## src/hdl/cmc_pkg.sv

```systemverilog
// Shared constants and state type for the CAN operating mode controller.
package cmc_pkg;

    // System clock rate in MHz (8 ns period).
    localparam int CLK_FREQ_MHZ = 125;
    // Nominal bit time on the bus in ns (1 Mbit/s).
    localparam int BIT_TIME_NS = 1000;
    // Clock cycles per bit, rounded down, never below one.
    localparam int BIT_CYCLES_RAW = (BIT_TIME_NS * CLK_FREQ_MHZ) / 1000;
    localparam int BIT_CYCLES = (BIT_CYCLES_RAW < 1) ? 1 : BIT_CYCLES_RAW;
    // Consecutive recessive bits that mark an idle bus.
    localparam int IDLE_BITS = 11;
    // Geometry of the buffer in the received bit path.
    localparam int BUF_DEPTH = 2;
    localparam int BUF_WIDTH = 1;
    // Bus levels.
    localparam logic RECESSIVE = 1'b1;
    localparam logic DOMINANT = 1'b0;
    // Reset values of the acknowledge outputs.
    localparam logic INIT_ACK_RST = 1'b0;
    localparam logic LP_ACK_RST = 1'b1;

    // Operating mode states, one-hot.
    typedef enum logic [4:0] {
        ST_SLEEP = 5'h01,
        ST_WAKE_SYNC = 5'h02,
        ST_INIT = 5'h04,
        ST_SYNC = 5'h08,
        ST_NORMAL = 5'h10
    } cmc_state_e;

endpackage

```

## src/hdl/cmc_bit_buf.sv

```systemverilog
// Small FIFO that carries sampled bus bits to the protocol core.
`timescale 1ns/1ps
module cmc_bit_buf
    import cmc_pkg::*;
#(
    parameter int WIDTH = BUF_WIDTH,
    parameter int DEPTH = BUF_DEPTH
) (
    input wire logic sys_clk_i,
    input wire logic rstn_i,
    input wire logic [WIDTH-1:0] in_data_i,
    input wire logic in_valid_i,
    output logic in_ready_o,
    output logic [WIDTH-1:0] out_data_o,
    output logic out_valid_o,
    input wire logic out_ready_i
);

    localparam int PW = (DEPTH > 1) ? $clog2(DEPTH) : 1;

    // Storage for the entries.
    logic [WIDTH-1:0] mem [DEPTH];
    // Write and read positions.
    logic [PW-1:0] wr_ptr;
    logic [PW-1:0] rd_ptr;
    // Number of stored entries.
    logic [PW:0] count;
    logic push;
    logic pop;

    // Full and empty come straight from the count, so they are exact.
    assign in_ready_o = (count != DEPTH[PW:0]);
    assign out_valid_o = (count != '0);
    assign out_data_o = mem[rd_ptr];
    assign push = in_valid_i && in_ready_o;
    assign pop = out_valid_o && out_ready_i;

    // Entries are written at the write pointer.
    always_ff @(posedge sys_clk_i) begin
        if (push) begin
            mem[wr_ptr] <= in_data_i;
        end
    end

    // Pointers wrap at DEPTH, which need not be a power of two.
    always_ff @(posedge sys_clk_i or negedge rstn_i) begin
        if (!rstn_i) begin
            wr_ptr <= '0;
            rd_ptr <= '0;
        end else begin
            if (push) begin
                wr_ptr <= (wr_ptr == PW'(DEPTH - 1)) ? '0 : wr_ptr + 1'b1;
            end
            if (pop) begin
                rd_ptr <= (rd_ptr == PW'(DEPTH - 1)) ? '0 : rd_ptr + 1'b1;
            end
        end
    end

    // Occupancy follows push and pop together.
    always_ff @(posedge sys_clk_i or negedge rstn_i) begin
        if (!rstn_i) begin
            count <= '0;
        end else if (push && !pop) begin
            count <= count + 1'b1;
        end else if (pop && !push) begin
            count <= count - 1'b1;
        end
    end

endmodule

```

## src/hdl/cmc_idle_det.sv

```systemverilog
// Counter of consecutive recessive bits that reports an idle bus.
`timescale 1ns/1ps
module cmc_idle_det
    import cmc_pkg::*;
#(
    parameter int NBITS = IDLE_BITS
) (
    input wire logic sys_clk_i,
    input wire logic rstn_i,
    input wire logic restart_i,
    input wire logic bit_valid_i,
    input wire logic bit_i,
    output logic idle_o
);

    localparam int CW = $clog2(NBITS + 1);

    // Recessive bits seen since the last dominant bit or restart.
    logic [CW-1:0] run;

    // A dominant bit or a restart begins the count again; the count
    // saturates so a long idle bus stays idle.
    always_ff @(posedge sys_clk_i or negedge rstn_i) begin
        if (!rstn_i) begin
            run <= '0;
        end else if (restart_i) begin
            run <= '0;
        end else if (bit_valid_i) begin
            if (bit_i == DOMINANT) begin
                run <= '0;
            end else if (run != NBITS[CW-1:0]) begin
                run <= run + 1'b1;
            end
        end
    end

    assign idle_o = (run == NBITS[CW-1:0]);

endmodule

```

## src/hdl/cmc_mode_ctrl.sv

```systemverilog
// Operating mode controller: init, normal, sleep and test routing.
`timescale 1ns/1ps
// Summary of operation
// - Reset leaves the controller in sleep.
// - Acknowledge bits set once mode entered.
// - Normal mode when neither acknowledge set; both are also clear in ST_SYNC, before the bus is idle.
// - Wait 11 recessive bits before bus use.
// - Init acknowledge clears only after leaving.
// - Init mode stops transfers, transmit recessive.
// - Init entry keeps configuration unchanged.
// - Sleep stops core clock, freezes status.
// - Init request during sleep not acknowledged.
// - Sleep left on software clear or activity.
// - Auto wake-up clears sleep request itself.
// - Wake-up event raised when enabled.
// - Sleep exit synchronises before clearing acknowledge.
// - Test bits taken only in init mode.
// - Silent mode never drives or starts transmission.
// - Silent dominant bits looped back internally.
// - Loop-back stores own frames as received.
// - Loop-back ignores acknowledge errors.
// - Loop-back feeds transmit to receive internally.
// - Combined mode disconnects receive, transmit recessive.
module cmc_mode_ctrl
    import cmc_pkg::*;
#(
    parameter int BIT_CLKS = BIT_CYCLES
) (
    input wire logic sys_clk_i,
    input wire logic rstn_i,
    input wire logic init_request_i,
    input wire logic sleep_request_i,
    input wire logic auto_wakeup_enable_i,
    input wire logic wakeup_irq_enable_i,
    input wire logic silent_select_i,
    input wire logic loopback_select_i,
    input wire logic bus_receive_pin_i,
    input wire logic core_tx_i,
    input wire logic core_rx_ready_i,
    output logic init_acknowledge_o,
    output logic low_power_acknowledge_o,
    output logic sleep_request_clear_o,
    output logic wakeup_event_o,
    output logic bus_transmit_pin_o,
    output logic core_rx_o,
    output logic core_rx_bit_o,
    output logic core_rx_valid_o,
    output logic core_clk_run_o,
    output logic core_enable_o,
    output logic tx_start_allow_o,
    output logic ack_err_ignore_o,
    output logic loopback_store_o
);

    localparam int TW = (BIT_CLKS > 1) ? $clog2(BIT_CLKS) : 1;

    // Two-stage synchroniser for the receive pin.
    logic rx_meta;
    logic rx_sync;
    // Mode state and its next value.
    cmc_state_e state;
    cmc_state_e next_state;
    // Test mode selection, taken only while in initialisation.
    logic silent_mode;
    logic loop_mode;
    // Set after an automatic wake-up until software drops its request.
    logic wake_pending;
    // Bus activity already reported in this sleep period.
    logic act_seen;
    // Bit sampling timer and the routed receive level.
    logic [TW-1:0] bit_timer;
    logic bit_tick;
    logic rx_route;
    logic buf_in_ready;
    logic buf_out_valid;
    logic buf_out_bit;
    logic bus_idle;
    logic sleep_eff;
    logic activity;
    logic auto_wake;
    logic sync_restart;

    // The pin is asynchronous, so only the second stage is read.
    always_ff @(posedge sys_clk_i or negedge rstn_i) begin
        if (!rstn_i) begin
            rx_meta <= RECESSIVE;
            rx_sync <= RECESSIVE;
        end else begin
            rx_meta <= bus_receive_pin_i;
            rx_sync <= rx_meta;
        end
    end

    // A sleep request counts only until an automatic wake-up has
    // consumed it; otherwise a slow software clear would send the
    // controller straight back to sleep.
    assign sleep_eff = sleep_request_i && !wake_pending;
    // Activity is any dominant level on the real pin while asleep.
    assign activity = (state == ST_SLEEP) && (rx_sync == DOMINANT);
    assign auto_wake = activity && auto_wakeup_enable_i;
    // Synchronisation counts afresh each time a sync state is entered.
    assign sync_restart = (next_state != state) &&
        ((next_state == ST_SYNC) || (next_state == ST_WAKE_SYNC));

    // Receive routing for the core.
    always_comb begin
        if (loop_mode) begin
            rx_route = core_tx_i;
        end else if (silent_mode) begin
            rx_route = rx_sync & core_tx_i;
        end else begin
            rx_route = rx_sync;
        end
    end

    // Mode transitions.
    always_comb begin
        next_state = state;
        case (state)
            ST_SLEEP: begin
                // Init requests are ignored here; sleep is left only by
                // a cleared request or by automatic wake-up.
                if (!sleep_eff || auto_wake) begin
                    next_state = ST_WAKE_SYNC;
                end
            end
            ST_WAKE_SYNC: begin
                if (sleep_eff) begin
                    next_state = ST_SLEEP;
                end else if (bus_idle) begin
                    next_state = init_request_i ? ST_INIT : ST_NORMAL;
                end
            end
            ST_INIT: begin
                if (!init_request_i) begin
                    next_state = sleep_eff ? ST_SLEEP : ST_SYNC;
                end
            end
            ST_SYNC, ST_NORMAL: begin
                // Init takes priority over sleep when both are asked.
                if (init_request_i) begin
                    next_state = ST_INIT;
                end else if (sleep_eff) begin
                    next_state = ST_SLEEP;
                end else if (state == ST_SYNC && bus_idle) begin
                    next_state = ST_NORMAL;
                end
            end
            default: begin
                next_state = ST_SLEEP;
            end
        endcase
    end

    // State register; reset lands in sleep.
    always_ff @(posedge sys_clk_i or negedge rstn_i) begin
        if (!rstn_i) begin
            state <= ST_SLEEP;
        end else begin
            state <= next_state;
        end
    end

    // Acknowledges follow the state being entered, so software sees
    // them in the same cycle as the mode changes.  Sleep keeps its
    // acknowledge through the wake synchronisation.
    always_ff @(posedge sys_clk_i or negedge rstn_i) begin
        if (!rstn_i) begin
            init_acknowledge_o <= INIT_ACK_RST;
            low_power_acknowledge_o <= LP_ACK_RST;
        end else begin
            init_acknowledge_o <= (next_state == ST_INIT);
            low_power_acknowledge_o <= (next_state == ST_SLEEP) ||
                (next_state == ST_WAKE_SYNC);
        end
    end

    // Test selections are sampled only in init, so a change made in
    // another mode has no effect until the next init.  Other
    // configuration is held outside and never touched here.
    always_ff @(posedge sys_clk_i or negedge rstn_i) begin
        if (!rstn_i) begin
            silent_mode <= 1'b0;
            loop_mode <= 1'b0;
        end else if (state == ST_INIT) begin
            silent_mode <= silent_select_i;
            loop_mode <= loopback_select_i;
        end
    end

    // Wake-up bookkeeping and the automatic request clear.
    always_ff @(posedge sys_clk_i or negedge rstn_i) begin
        if (!rstn_i) begin
            wake_pending <= 1'b0;
            act_seen <= 1'b0;
            sleep_request_clear_o <= 1'b0;
            wakeup_event_o <= 1'b0;
        end else begin
            sleep_request_clear_o <= auto_wake;
            wakeup_event_o <= activity && !act_seen &&
                wakeup_irq_enable_i;
            // A new wake-up wins over the release by software.
            if (auto_wake) begin
                wake_pending <= 1'b1;
            end else if (!sleep_request_i) begin
                wake_pending <= 1'b0;
            end
            if (activity) begin
                act_seen <= 1'b1;
            end else if (state != ST_SLEEP) begin
                act_seen <= 1'b0;
            end
        end
    end

    // Bit timer; it stalls while the buffer is full, so no sample is
    // dropped, at the cost of stretching the idle count.
    always_ff @(posedge sys_clk_i or negedge rstn_i) begin
        if (!rstn_i) begin
            bit_timer <= '0;
        end else if (sync_restart) begin
            bit_timer <= '0;
        end else if (bit_tick) begin
            bit_timer <= '0;
        end else if (bit_timer != TW'(BIT_CLKS - 1)) begin
            bit_timer <= bit_timer + 1'b1;
        end
    end

    assign bit_tick = (bit_timer == TW'(BIT_CLKS - 1)) && buf_in_ready;

    // Bus routing and core controls, all registered.
    always_ff @(posedge sys_clk_i or negedge rstn_i) begin
        if (!rstn_i) begin
            bus_transmit_pin_o <= RECESSIVE;
            core_rx_o <= RECESSIVE;
            core_clk_run_o <= 1'b0;
            core_enable_o <= 1'b0;
            tx_start_allow_o <= 1'b0;
            ack_err_ignore_o <= 1'b0;
            loopback_store_o <= 1'b0;
        end else begin
            // Only normal mode without silent may drive dominant bits.
            if (next_state != ST_NORMAL || silent_mode) begin
                bus_transmit_pin_o <= RECESSIVE;
            end else begin
                bus_transmit_pin_o <= core_tx_i;
            end
            core_rx_o <= rx_route;
            core_clk_run_o <= (next_state != ST_SLEEP);
            core_enable_o <= (next_state == ST_NORMAL);
            tx_start_allow_o <= (next_state == ST_NORMAL) &&
                !silent_mode;
            ack_err_ignore_o <= loop_mode;
            loopback_store_o <= loop_mode;
        end
    end

    // Idle detection on the sampled routed level.
    cmc_idle_det #(
        .NBITS(IDLE_BITS)
    ) u_idle (
        .sys_clk_i(sys_clk_i),
        .rstn_i(rstn_i),
        .restart_i(sync_restart),
        .bit_valid_i(bit_tick),
        .bit_i(rx_route),
        .idle_o(bus_idle)
    );

    // Sampled bits to the core; the core may stall it.
    cmc_bit_buf #(
        .WIDTH(BUF_WIDTH),
        .DEPTH(BUF_DEPTH)
    ) u_buf (
        .sys_clk_i(sys_clk_i),
        .rstn_i(rstn_i),
        .in_data_i(rx_route),
        .in_valid_i(bit_tick),
        .in_ready_o(buf_in_ready),
        .out_data_o(buf_out_bit),
        .out_valid_o(buf_out_valid),
        .out_ready_i(core_rx_ready_i)
    );

    // The buffer output is registered once more for the top outputs.
    always_ff @(posedge sys_clk_i or negedge rstn_i) begin
        if (!rstn_i) begin
            core_rx_bit_o <= RECESSIVE;
            core_rx_valid_o <= 1'b0;
        end else begin
            core_rx_bit_o <= buf_out_bit;
            core_rx_valid_o <= buf_out_valid;
        end
    end
endmodule

```

## config.mk

```make
export PLATFORM = sky130hd
export DESIGN_NAME = cmc_mode_ctrl
export DESIGN_NICKNAME = d
export VERILOG_FILES = /design/src/hdl/cmc_pkg.sv /design/src/hdl/cmc_bit_buf.sv /design/src/hdl/cmc_idle_det.sv /design/src/hdl/cmc_mode_ctrl.sv
export SDC_FILE = /design/constraint.sdc
export NUM_CORES = 1
export LEC_CHECK = 0
export BUFFER_PORTS_ARGS = -buffer_cell sky130_fd_sc_hd__buf_2
export CORE_MARGIN = 5
export CORE_UTILIZATION = 56
export DETAILED_ROUTE_END_ITERATION = 12
export PLACE_DENSITY_LB_ADDON = 0.1
export SETUP_SLACK_MARGIN = 0.02
export SYNTH_ARGS = -nofsm -noshare
export SYNTH_HDL_FRONTEND = slang
export SYNTH_SLANG_ARGS = --single-unit
```

## constraint.sdc

```tcl
create_clock -name sys_clk_i -period 2.55 [get_ports sys_clk_i]
set_clock_uncertainty 0.15 [all_clocks]
set_input_delay 0.3825 -clock sys_clk_i [delete_from_list [all_inputs] [get_ports sys_clk_i]]
set_output_delay 0.3825 -clock sys_clk_i [all_outputs]
set_load 0.02 [all_outputs]
```

==> impl_metrics.sql, run 1 <==
INSERT INTO impl_metrics (metric_group, metric, value, unit) VALUES
('run_status', 'run_status', 'completed', ''),
('sta', 'timing.final.max_slew_violations', '0', ''),
('clocking', 'cts.repair_timing.setup_buffer_count', '0', ''),
('sta', 'max_slew.worst_pin.slew', '817', 'ps'),
('sta', 'post-route-min-period', '2030', 'ps'),
('yosys', 'synth.yosys.seq_area_share', '53.8', '%'),
('finish', 'antenna-diode-count', '0', ''),
('clocking', 'cts_num_sinks', '40', ''),
('yosys', 'synth_top_area_share', '41.0', '%'),
('yosys', 'synthArstFlopShare', '95.0', '%'),
('setup_path', 'critical_path_cell_count', '8', ''),
('setup_path', 'crit_path_frequent_cell', 'sky130_fd_sc_hd__ha_1', ''),
('setup_path', 'crit_end_element', 'flip-flop', ''),
('clocking', 'root_buffer_cell', 'sky130_fd_sc_hd__clkbuf_4', ''),
('yosys', 'netlist_area_pre_place', '1890', 'um2'),
('yosys', 'yosys.area.top_type', 'sky130_fd_sc_hd__dfrtp_1', ''),
('floorplan', 'start_util', '57.2', '%'),
('power_and_ir_drop', 'cellPowerDensity', '745', 'nW/um2'),
('yosys', 'synth_most_common_cell', 'sky130_fd_sc_hd__dfrtp_1', ''),
('place', 'numPortBuffers', '23', ''),
('floorplan', 'placementRows', '21', ''),
('power_and_ir_drop', 'power_switching', '0.515', 'mW'),
('flow_run', 'max_cap_violations', '0', ''),
('sta', 'timing.final.hold_violations', '0', ''),
('clocking', 'cts_hold_buffers', '2', ''),
('route', 'drc_errors', '0', ''),
('grt', 'grt_antenna_before_repair', '0', ''),
('floorplan', 'die_height', '68.2', 'um'),
('place', 'hpwlAfterDp', '2.50', 'mm'),
('route', 'initial_drt_markers', '54', ''),
('floorplan', 'dieArea', '4650', 'um2'),
('finish', 'post_route_cells_drive_above_1_share', '26.3', '%'),
('setup_path', 'worstPathMaxFanout', '8', ''),
('power_and_ir_drop', 'p_int', '1.08', 'mW'),
('clocking', 'cts_tree', 'done', ''),
('grt', 'grt_pass1_vias', '1299', ''),
('grt', 'grt_max_degree', '39', ''),
('power_and_ir_drop', 'clockPowerShare', '25.6', '%'),
('route', 'drtAntennaViolNets', '0', ''),
('yosys', 'synth.avg_cell_area', '11.4', 'um2'),
('floorplan', 'die_w', '68.2', 'um'),
('sta', 'timing.final.crit_share', '79.4', '%'),
('clocking', 'clk_path_buf_depth', '2', ''),
('power_and_ir_drop', 'p_leak', '0.956', 'nW'),
('grt', 'globalRoute.totalOverflow', '0', ''),
('floorplan', 'coreArea', '3310', 'um2'),
('finish', 'syn_to_final_growth', '12.7', '%'),
('setup_path', 'worstRegToRegCells', '8', ''),
('yosys', 'post_synth_most_frequent_cells', 'sky130_fd_sc_hd__dfrtp_1, sky130_fd_sc_hd__nor2_1, sky130_fd_sc_hd__a21oi_1', ''),
('route', 'firstDrtPassIters', '4', ''),
('finish', 'fin_nets', '208', ''),
('setup_path', 'critPathRequiredTime', '2670', 'ps'),
('finish', 'postLayoutCoreUtil', '64.5', '%'),
('setup_path', 'worstPathCellList', 'inv_1 -> ha_1 -> and2_1 -> nand3_2 -> inv_2 -> ha_1 -> nor2_1 -> xor2_1', ''),
('clocking', 'worst_skew_pair.late_latency', '360', 'ps'),
('yosys', 'postSynthNetCount', '181', ''),
('grt', 'grt_first_pass_wirelength', '5.79', 'mm'),
('setup_path', 'critical_path_buf_inv_count', '2', ''),
('clocking', 'path_clk_slew', '110', 'ps'),
('clocking', 'h_tree_depth_reported_by_cts', '2', ''),
('setup_path', 'path_delay_family', 'simple AND/OR/NAND/NOR gates', ''),
('power_and_ir_drop', 'seq_power_share', '51.2', '%'),
('setup_path', 'critPathSlowestCell', 'sky130_fd_sc_hd__dfrtp_1', ''),
('route', 'post_drt_via_cell_ratio', '5.60', ''),
('yosys', 'synthFlopType', 'sky130_fd_sc_hd__dfrtp_1', ''),
('setup_path', 'startpoint_kind_of_the_worst_setup_timing_path', 'flip-flop', ''),
('sta', 'slew_headroom', '45.5', '%'),
('sta', 'timing.final.setup_violations', '0', ''),
('route', 'route.vias.total', '1344', ''),
('min_path', 'worst_hold_path.num_cells', '2', ''),
('sta', 'setup_repair_after_global_routing_missed_its_margin', 'false', '');
-- per-stage QoR --
step	power (mW)	instance area, um2	worst slack (ps)	instances	hold WS [ps]
after global routing	1.69	2140	383	240	89.2
after global placement	1.17	2040	654	230	199
after detailed placement	1.19	2040	574	230	200
final	1.59	2140	525	240	91.4
after CTS	1.60	2140	533	240	85.5
after floorplan	1.08	1890	755	166	-63.1
-- kinds of logic after synthesis --
| kind of cell | count (synthesis) | synth area share (%) |
|---|---|---|
| AND/OR/NAND/NOR | 66 | 21.1 |
| multiplexers | 4 | 2.31 |
| buffers and inverters | 10 | 2.44 |
| adder cells (fa/ha/maj) | 4 | 2.64 |
| AO/OA/AOI/OAI | 31 | 12.6 |
| flip-flops | 40 | 53.8 |
| XOR/XNOR | 11 | 5.09 |
-- registers in the layout (all words and copies together), names as in the netlist, 2 cells and up --
name	flops
state	5
u_buf.count	2
bit_timer	7
u_buf.mem	2
u_idle.run	4
-- power by group through the flow --
stage | sequential (mW) | clock (mW) | combinational [mW]
floorplan | 0.810 | 0 | 0.274
global placement | 0.817 | 0 | 0.350
detailed placement | 0.823 | 0 | 0.367
CTS | 0.812 | 0.416 | 0.371
global route | 0.828 | 0.443 | 0.414
finish | 0.815 | 0.407 | 0.369
-- cells in the final DEF, fill, tap and decap left out, types with 5 or more instances in the layout --
cell                       instances
sky130_fd_sc_hd__xor2_1            8
sky130_fd_sc_hd__nor3_1            8
sky130_fd_sc_hd__nor2_1           16
sky130_fd_sc_hd__a21oi_1           9
sky130_fd_sc_hd__dfrtp_1          31
sky130_fd_sc_hd__clkbuf_4          5
sky130_fd_sc_hd__o21ai_0           6
sky130_fd_sc_hd__nand2_1           5
sky130_fd_sc_hd__dfstp_2           7
sky130_fd_sc_hd__buf_2            23
sky130_fd_sc_hd__nand3_1           5
-- worst reg2reg max path, cell delays in order (launching register included) --
cell and delay [ps]:
sky130_fd_sc_hd__dfrtp_1 440, sky130_fd_sc_hd__inv_1 100, sky130_fd_sc_hd__ha_1 190, sky130_fd_sc_hd__and2_1 170
sky130_fd_sc_hd__nand3_2 190, sky130_fd_sc_hd__inv_2 160, sky130_fd_sc_hd__ha_1 270, sky130_fd_sc_hd__nor2_1 140
sky130_fd_sc_hd__xor2_1 160
-- worst paths after layout --
| kind | slack, ps | startpoint | to |
|---|---|---|---|
| max | 520 | bit_timer[0] | u_buf.count[1] |
| min | 90 | core_tx_i | bus_transmit_pin_o |
| max reg2reg | 520 | bit_timer[0] | u_buf.count[1] |
| min reg2reg | 220 | rx_meta | rx_sync |
| max in group asynchronous | 1240 | rstn_i | bit_timer[4] |
| min in group asynchronous | 500 | rstn_i | u_idle.run[0] |
-- per-layer routing --
metal | global-route usage, % | wire length, um | vias to the layer above | part of all wire, %
met4 | 8.19 | 63 | 0 | 1.8
met5 | 0 | 0 | - | 0
met2 | 28.2 | 1620 | 39 | 46
met3 | 4.27 | 215 | 7 | 6.2
met1 | 21.4 | 1600 | 638 | 46
li1 | - | - | 660 | -
-- final cells by class --
class / count / area [um2]
Clock inverter: 2 / 35.0
Multi-Input combinational cell: 116 / 828
Inverter: 5 / 18.8
Clock buffer: 6 / 41.3
Fill cell: 270 / 1170
Sequential cell: 40 / 1020
Timing Repair Buffer: 25 / 135
Tap cell: 46 / 57.6
(Power assumes the default switching activity.)
==> inputs of run 2 (changes only) <==
==> constraint.sdc (replaced) <==
create_clock -name sys_clk_i -period 1.89 [get_ports sys_clk_i]
set_clock_uncertainty 0.15 [all_clocks]
set_input_delay 0.2835 -clock sys_clk_i [delete_from_list [all_inputs] [get_ports sys_clk_i]]
set_output_delay 0.2835 -clock sys_clk_i [all_outputs]
set_load 0.02 [all_outputs]
==> impl_metrics.sql, run 2 (synthesis results as in run 1) <==
INSERT INTO impl_metrics (metric_group, metric, value, unit) VALUES
('run_status', 'run_status', 'completed', ''),
('finish', 'layout.cells.non_filler', '255', ''),
('finish', 'postLayoutCoreUtil', '68.4', '%'),
('route', 'drt-total-wl', '3.67', 'mm'),
('setup_path', 'worstPathMaxFanout', '5', ''),
('clocking', 'clk_path_buf_depth', '2', ''),
('sta', 'timing.final.max_slew_violations', '0', ''),
('grt', 'grt_first_pass_wirelength', '6.19', 'mm'),
('finish', 'mostFrequentLayoutCell', 'sky130_fd_sc_hd__dfrtp_1', ''),
('finish', 'fin_nets', '223', ''),
('floorplan', 'placementRows', '21', ''),
('sta', 'timing.setup.tns', '0', 'ps'),
('place', 'hpwlAfterDp', '2.59', 'mm'),
('sta', 'setup_repair_after_global_routing_missed_its_margin', 'true', ''),
('sta', 'post-route-min-period', '1790', 'ps'),
('clocking', 'cts_tree', 'done', ''),
('sta', 'fmax', '0.559', 'GHz'),
('route', 'detail_route.wl_per_cell', '14.4', 'um'),
('power_and_ir_drop', 'cellPowerDensity', '973', 'nW/um2'),
('floorplan', 'dieArea', '4650', 'um2'),
('finish', 'largest_register_ffs', '7', ''),
('clocking', 'h_tree_depth_reported_by_cts', '2', ''),
('grt', 'grt_pass1_vias', '1413', ''),
('finish', 'top_register', 'bit_timer', ''),
('clocking', 'path_clk_slew', '110', 'ps'),
('finish', 'largest_registers', 'bit_timer (7), state (5), u_idle.run (4)', ''),
('place', 'place.gp.congestion', '0.771', ''),
('route', 'firstDrtPassIters', '4', ''),
('route', 'drc_errors', '0', ''),
('route', 'post_drt_via_cell_ratio', '5.48', ''),
('floorplan', 'coreArea', '3310', 'um2'),
('power_and_ir_drop', 'irDropWorstVdd', '823', 'uV'),
('route', 'initial_drt_markers', '93', ''),
('sta', 'max_slew.worst_pin.slew', '457', 'ps'),
('setup_path', 'crit_arrival', '1890', 'ps'),
('setup_path', 'crit_end_element', 'flip-flop', ''),
('clocking', 'cts_num_sinks', '40', ''),
('flow_run', 'max_cap_violations', '0', ''),
('clocking', 'root_buffer_cell', 'sky130_fd_sc_hd__clkbuf_4', ''),
('grt', 'grt_max_degree', '39', ''),
('place', 'dpl.cell_count', '239', ''),
('sta', 'timing.final.setup_violations', '0', ''),
('place', 'numPortBuffers', '23', ''),
('finish', 'post_route_cells_drive_above_1_share', '31.6', '%'),
('finish', 'syn_to_final_growth', '19.5', '%'),
('sta', 'timing.final.crit_share', '94.7', '%'),
('min_path', 'holdCritPathClass', 'input pin to flip-flop', ''),
('clocking', 'cts-buffers-inserted', '5', ''),
('floorplan', 'num_io_pins', '24', ''),
('sta', 'timing.final.hold_violations', '0', ''),
('setup_path', 'critical_path_class', 'flip-flop to flip-flop', ''),
('floorplan', 'die_w', '68.2', 'um'),
('finish', 'final_cell_mix', 'sky130_fd_sc_hd__dfrtp_1, sky130_fd_sc_hd__buf_2, sky130_fd_sc_hd__nor2_1', ''),
('finish', 'antenna-diode-count', '0', ''),
('route', 'route.vias.total', '1397', ''),
('sta', 'slew_headroom', '69.5', '%'),
('grt', 'grt_antenna_before_repair', '0', ''),
('floorplan', 'die_height', '68.2', 'um'),
('grt', 'globalRoute.totalOverflow', '0', ''),
('clocking', 'worst_skew_pair.late_latency', '350', 'ps'),
('route', 'drtAntennaViolNets', '0', ''),
('grt', 'grt.total_usage', '17.9', '%'),
('power_and_ir_drop', 'p_leak', '1.03', 'nW'),
('setup_path', 'critPathRequiredTime', '1990', 'ps'),
('setup_path', 'startpoint_kind_of_the_worst_setup_timing_path', 'flip-flop', ''),
('floorplan', 'start_util', '57.2', '%');
## run 2: cell types whose count changed in the layout (fill, tap and decap cells not counted), sizes merged
cell and change:
buf +13, clkinv +1, dlygate4sd3 +2, clkbuf -1
## run 2: final cells by class
class / instances / area [um2]
Clock inverter: 3 / 37.5
Sequential cell: 40 / 1020
Fill cell: 260 / 1050
Inverter: 5 / 18.8
Timing Repair Buffer: 40 / 253
Tap cell: 46 / 57.6
Clock buffer: 5 / 37.5
Multi-Input combinational cell: 116 / 840
## run 2: final timing paths
check | start | end | cells past startpoint | slack [ps]
min in group asynchronous | rstn_i | u_buf.count[1] | 3 | 340
min | silent_select_i | silent_mode | 2 | 20
max in group asynchronous | rstn_i | rx_meta | 3 | 890
min reg2reg | rx_meta | rx_sync | 0 | 210
max reg2reg | bit_timer[1] | u_buf.count[1] | 9 | 100
max | bit_timer[1] | u_buf.count[1] | 9 | 100
## run 2: repair_timing
item | CTS | global route
hold buffers | 4 | 0
hold endpoints to repair | 34 | 0
setup buffers | 1 | 3
gates resized for setup | 0 | 3
endpoints found under the setup margin | 1 | 3
pin swaps | 0 | 1
## run 2: through the flow
step                hold WS, ps  cell area (um2)  power, mW  setup WS [ps]
finish                     15.7             2260       2.20            101
global placement            196             2110       1.63            134
global route               18.2             2260       2.34          -5.93
CTS                        7.44             2230       2.21           41.8
detailed placement          197             2110       1.66           25.0
floorplan                  -162             1890       1.46           94.5
## run 2: power breakdown
| part | total, mW | switching, mW | internal (mW) |
|---|---|---|---|
| Clock | 0.533 | 0.263 | 0.270 |
| Sequential | 1.07 | 0.0931 | 0.977 |
| Combinational | 0.600 | 0.339 | 0.261 |
## run 2: critical path, cell delays in order, from the launching register on
cell and delay, ps:
sky130_fd_sc_hd__dfrtp_1 430, sky130_fd_sc_hd__inv_1 70, sky130_fd_sc_hd__ha_2 180, sky130_fd_sc_hd__and2_4 150, sky130_fd_sc_hd__nand3_2 90, sky130_fd_sc_hd__inv_2 80, sky130_fd_sc_hd__ha_1 160, sky130_fd_sc_hd__xor2_1 180
sky130_fd_sc_hd__nor2_1 70, sky130_fd_sc_hd__xor2_1 140
## run 2: layer usage
| metal | up-vias | GRT usage, % | wire, um |
|---|---|---|---|
| li1 | 688 | - | - |
| met1 | 667 | 22.8 | 1640 |
| met3 | 6 | 4.43 | 233 |
| met5 | - | 0 | 0 |
| met2 | 36 | 28.6 | 1740 |
| met4 | 0 | 7.94 | 51 |
==> inputs of run 3 (changes only) <==
--- a/config.mk
+++ b/config.mk
@@ -6,11 +6,13 @@
 export NUM_CORES = 1
 export LEC_CHECK = 0
 export BUFFER_PORTS_ARGS = -buffer_cell sky130_fd_sc_hd__buf_2
+export CORE_ASPECT_RATIO = 0.9
 export CORE_MARGIN = 5
-export CORE_UTILIZATION = 56
+export CORE_UTILIZATION = 57
 export DETAILED_ROUTE_END_ITERATION = 12
 export PLACE_DENSITY_LB_ADDON = 0.1
 export SETUP_SLACK_MARGIN = 0.02
 export SYNTH_ARGS = -nofsm -noshare
 export SYNTH_HDL_FRONTEND = slang
+export SYNTH_HIERARCHICAL = 1
 export SYNTH_SLANG_ARGS = --single-unit
==> impl_metrics.sql, run 3 <==
INSERT INTO impl_metrics (metric_group, metric, value, unit) VALUES
('run_status', 'run_status', 'complete, but fails checks', ''),
('run_status', 'failed_checks', 'setup timing', ''),
('yosys', 'synthArstFlopShare', '95.0', '%'),
('clocking', 'h_tree_depth_reported_by_cts', '2', ''),
('yosys', 'synthFlopType', 'sky130_fd_sc_hd__dfrtp_1', ''),
('setup_path', 'worstPathMaxFanout', '5', ''),
('grt', 'grt_pass1_vias', '1625', ''),
('place', 'dpl.cell_count', '273', ''),
('sta', 'timing.final.crit_share', '117', '%'),
('yosys', 'synth_seq_cells', '40', ''),
('yosys', 'synth_enable_flop_cells', '2', ''),
('finish', 'fin_area', '2650', 'um2'),
('yosys', 'synth.avg_cell_area', '11.1', 'um2'),
('sta', 'setup_slack', '-317', 'ps'),
('grt', 'grt.total_usage', '20.6', '%'),
('clocking', 'cts_tree', 'done', ''),
('setup_path', 'startpoint_kind_of_the_worst_setup_timing_path', 'flip-flop', ''),
('yosys', 'yosysWarnings', '6', ''),
('grt', 'grt_max_degree', '21', ''),
('finish', 'postLayoutCoreUtil', '78.3', '%'),
('finish', 'antenna-diode-count', '0', ''),
('route', 'detail_route.wl_per_cell', '15.3', 'um'),
('yosys', 'netlist_area_pre_place', '1980', 'um2'),
('setup_path', 'crit_end_element', 'flip-flop', ''),
('floorplan', 'die_height', '66.0', 'um'),
('clocking', 'cts-buffers-inserted', '5', ''),
('sta', 'fmax', '0.453', 'GHz'),
('sta', 'timing.final.setup_violations', '13', ''),
('setup_path', 'critPathSlowestCell', 'sky130_fd_sc_hd__dfrtp_1', ''),
('clocking', 'path_clk_slew', '80', 'ps'),
('place', 'hpwlAfterDp', '3.19', 'mm'),
('finish', 'largest_registers', 'bit_timer (7), state (5), u_idle/run (4)', ''),
('finish', 'fin_nets', '263', ''),
('grt', 'grt-busiest-layer', 'met2', ''),
('floorplan', 'num_io_pins', '24', ''),
('finish', 'layout.filler_cells', '214', ''),
('route', 'firstDrtPassIters', '4', ''),
('setup_path', 'crit_arrival', '2270', 'ps'),
('grt', 'grt_first_pass_wirelength', '7.57', 'mm'),
('finish', 'layout.cells.non_filler', '293', ''),
('floorplan', 'die_w', '72.2', 'um'),
('clocking', 'root_buffer_cell', 'sky130_fd_sc_hd__clkbuf_8', ''),
('route', 'drtAntennaViolNets', '0', ''),
('yosys', 'synth_cells', '178', ''),
('sta', 'slew_headroom', '66.2', '%'),
('setup_path', 'critical_path_class', 'flip-flop to flip-flop', ''),
('min_path', 'holdCritPathClass', 'input pin to flip-flop', ''),
('setup_path', 'critPathRequiredTime', '1960', 'ps'),
('clocking', 'cts_num_sinks', '40', ''),
('sta', 'final.hold.worst_slack', '44.7', 'ps'),
('place', 'place.gp.congestion', '0.907', ''),
('place', 'detailedPlace.worstSlack', '-335', 'ps'),
('sta', 'post-route-min-period', '2210', 'ps'),
('route', 'route.vias.total', '1624', ''),
('clocking', 'clk_path_buf_depth', '2', ''),
('yosys', 'post_synth_num_cell_types', '56', ''),
('floorplan', 'coreArea', '3380', 'um2'),
('yosys', 'postSynthNetCount', '193', ''),
('sta', 'timing.final.max_slew_violations', '0', ''),
('yosys', 'yosys-top-cells-area', 'sky130_fd_sc_hd__dfrtp_1, sky130_fd_sc_hd__dfstp_2, sky130_fd_sc_hd__edfxtp_1', ''),
('power_and_ir_drop', 'overall_power', '2.97', 'mW'),
('yosys', 'synth.yosys.seq_area_share', '51.4', '%'),
('sta', 'timing.final.hold_violations', '0', ''),
('finish', 'mostFrequentLayoutCell', 'sky130_fd_sc_hd__buf_4', ''),
('yosys', 'yosys.area.top_type', 'sky130_fd_sc_hd__dfrtp_1', ''),
('finish', 'top_register', 'bit_timer', ''),
('grt', 'globalRoute.totalOverflow', '0', ''),
('route', 'drt-total-wl', '4.49', 'mm'),
('floorplan', 'placementRows', '20', ''),
('yosys', 'post_synth_most_frequent_cells', 'sky130_fd_sc_hd__dfrtp_1, sky130_fd_sc_hd__nand2_1, sky130_fd_sc_hd__a21oi_1', ''),
('floorplan', 'start_util', '58.7', '%'),
('yosys', 'synth_top_area_share', '39.1', '%'),
('grt', 'groute.layer.met3.usage', '4.41', '%'),
('power_and_ir_drop', 'irDropWorstVdd', '947', 'uV'),
('finish', 'final_cell_mix', 'sky130_fd_sc_hd__buf_4, sky130_fd_sc_hd__dfrtp_1, sky130_fd_sc_hd__buf_2', ''),
('floorplan', 'dieArea', '4760', 'um2'),
('route', 'post_drt_via_cell_ratio', '5.54', ''),
('sta', 'setup_repair_after_global_routing_missed_its_margin', 'true', ''),
('finish', 'largest_register_ffs', '7', ''),
('flow_run', 'max_cap_violations', '0', ''),
('power_and_ir_drop', 'cellPowerDensity', '1120', 'nW/um2'),
('yosys', 'synth_most_common_cell', 'sky130_fd_sc_hd__dfrtp_1', ''),
('finish', 'post_route_cells_drive_above_1_share', '46.2', '%'),
('clocking', 'worst_skew_pair.late_latency', '290', 'ps'),
('grt', 'global_route.usage.met1', '25.8', '%'),
('route', 'drc_errors', '0', ''),
('finish', 'syn_to_final_growth', '33.3', '%'),
('sta', 'max_slew.worst_pin.slew', '508', 'ps'),
('setup_path', 'worstPathCellList', 'ha_2 -> and3b_2 -> a21oi_2 -> or3_4 -> o22ai_2 -> xnor2_2 -> o211ai_2 -> and2_4 -> a31oi_1', ''),
('place', 'numPortBuffers', '23', ''),
('route', 'initial_drt_markers', '84', ''),
('setup_path', 'critical_path.max_stage_delay', '370', 'ps'),
('grt', 'grt_antenna_before_repair', '0', ''),
('sta', 'timing.setup.tns', '-3320', 'ps'),
('grt', 'grt_util_met2', '35.9', '%'),
('place', 'post_dp_cell_area', '2380', 'um2'),
('power_and_ir_drop', 'p_leak', '1.26', 'nW');
run 3: area by class of cell:
| cell class | count | area [um2] | share of cell area (%) |
|---|---|---|---|
| Sequential cell | 40 | 1020 | 38.6 |
| Clock buffer | 5 | 68.8 | 2.60 |
| Tap cell | 44 | 55.1 | 2.08 |
| Timing Repair Buffer | 68 | 474 | 17.9 |
| Clock inverter | 3 | 42.5 | 1.61 |
| Inverter | 7 | 26.3 | 0.993 |
| Multi-Input combinational cell | 126 | 958 | 36.2 |
run 3: where the power goes:
| group | internal [mW] | switching [mW] |
|---|---|---|
| Sequential | 1.02 | 0.109 |
| Clock | 0.391 | 0.311 |
| Combinational | 0.583 | 0.561 |
| Total | 1.99 | 0.981 |
run 3: path summary, 6_finish.rpt:
| check | from | end | slack [ps] | depth (start not counted) |
|---|---|---|---|---|
| worst min-delay path | core_tx_i | bus_transmit_pin_o | 40 | 2 |
| min in group asynchronous | rstn_i | bit_timer[2] | 340 | 2 |
| max in group asynchronous | rstn_i | bus_transmit_pin_o | 690 | 3 |
| worst max register to register | u_idle/run[0] | u_idle/run[0] | -320 | 9 |
| worst min register to register | rx_meta | rx_sync | 220 | 0 |
| worst max-delay path | u_idle/run[0] | u_idle/run[0] | -320 | 9 |
run 3: kinds of logic (layout without fill, tap and decap cells):
| kind of cell | count (synthesis) | after routing | share of synthesized area [%] |
|---|---|---|---|
| mux | 5 | 5 | 2.77 |
| simple gates | 65 | 65 | 20.9 |
| compound gates | 42 | 42 | 14.7 |
| fa+ha+maj | 4 | 4 | 2.52 |
| flops | 40 | 40 | 51.4 |
| buf+inv | 12 | 83 | 3.28 |
| xor+xnor | 10 | 10 | 4.41 |
run 3: what timing repair did:
action / CTS / global route
pin swaps: 4 / 7
hold buffers: 2 / 0
endpoints found under the hold margin: 16 / 0
setup endpoints to repair: 14 / 15
resized for setup: 3 / 17
buffers inserted: 4 / 6
run 3: critical path: cells and delay by family (launching register included):
kind | cells | cell delay [ps]
simple gates | 3 | 740
compound gates | 4 | 540
flops | 1 | 370
fa+ha+maj | 1 | 190
xor+xnor | 1 | 140
run 3: layer usage:
layer	vias up	share of wire [%]
li1	783	-
met1	778	44
met2	55	48
met3	8	6.6
met4	0	1.4
met5	-	0
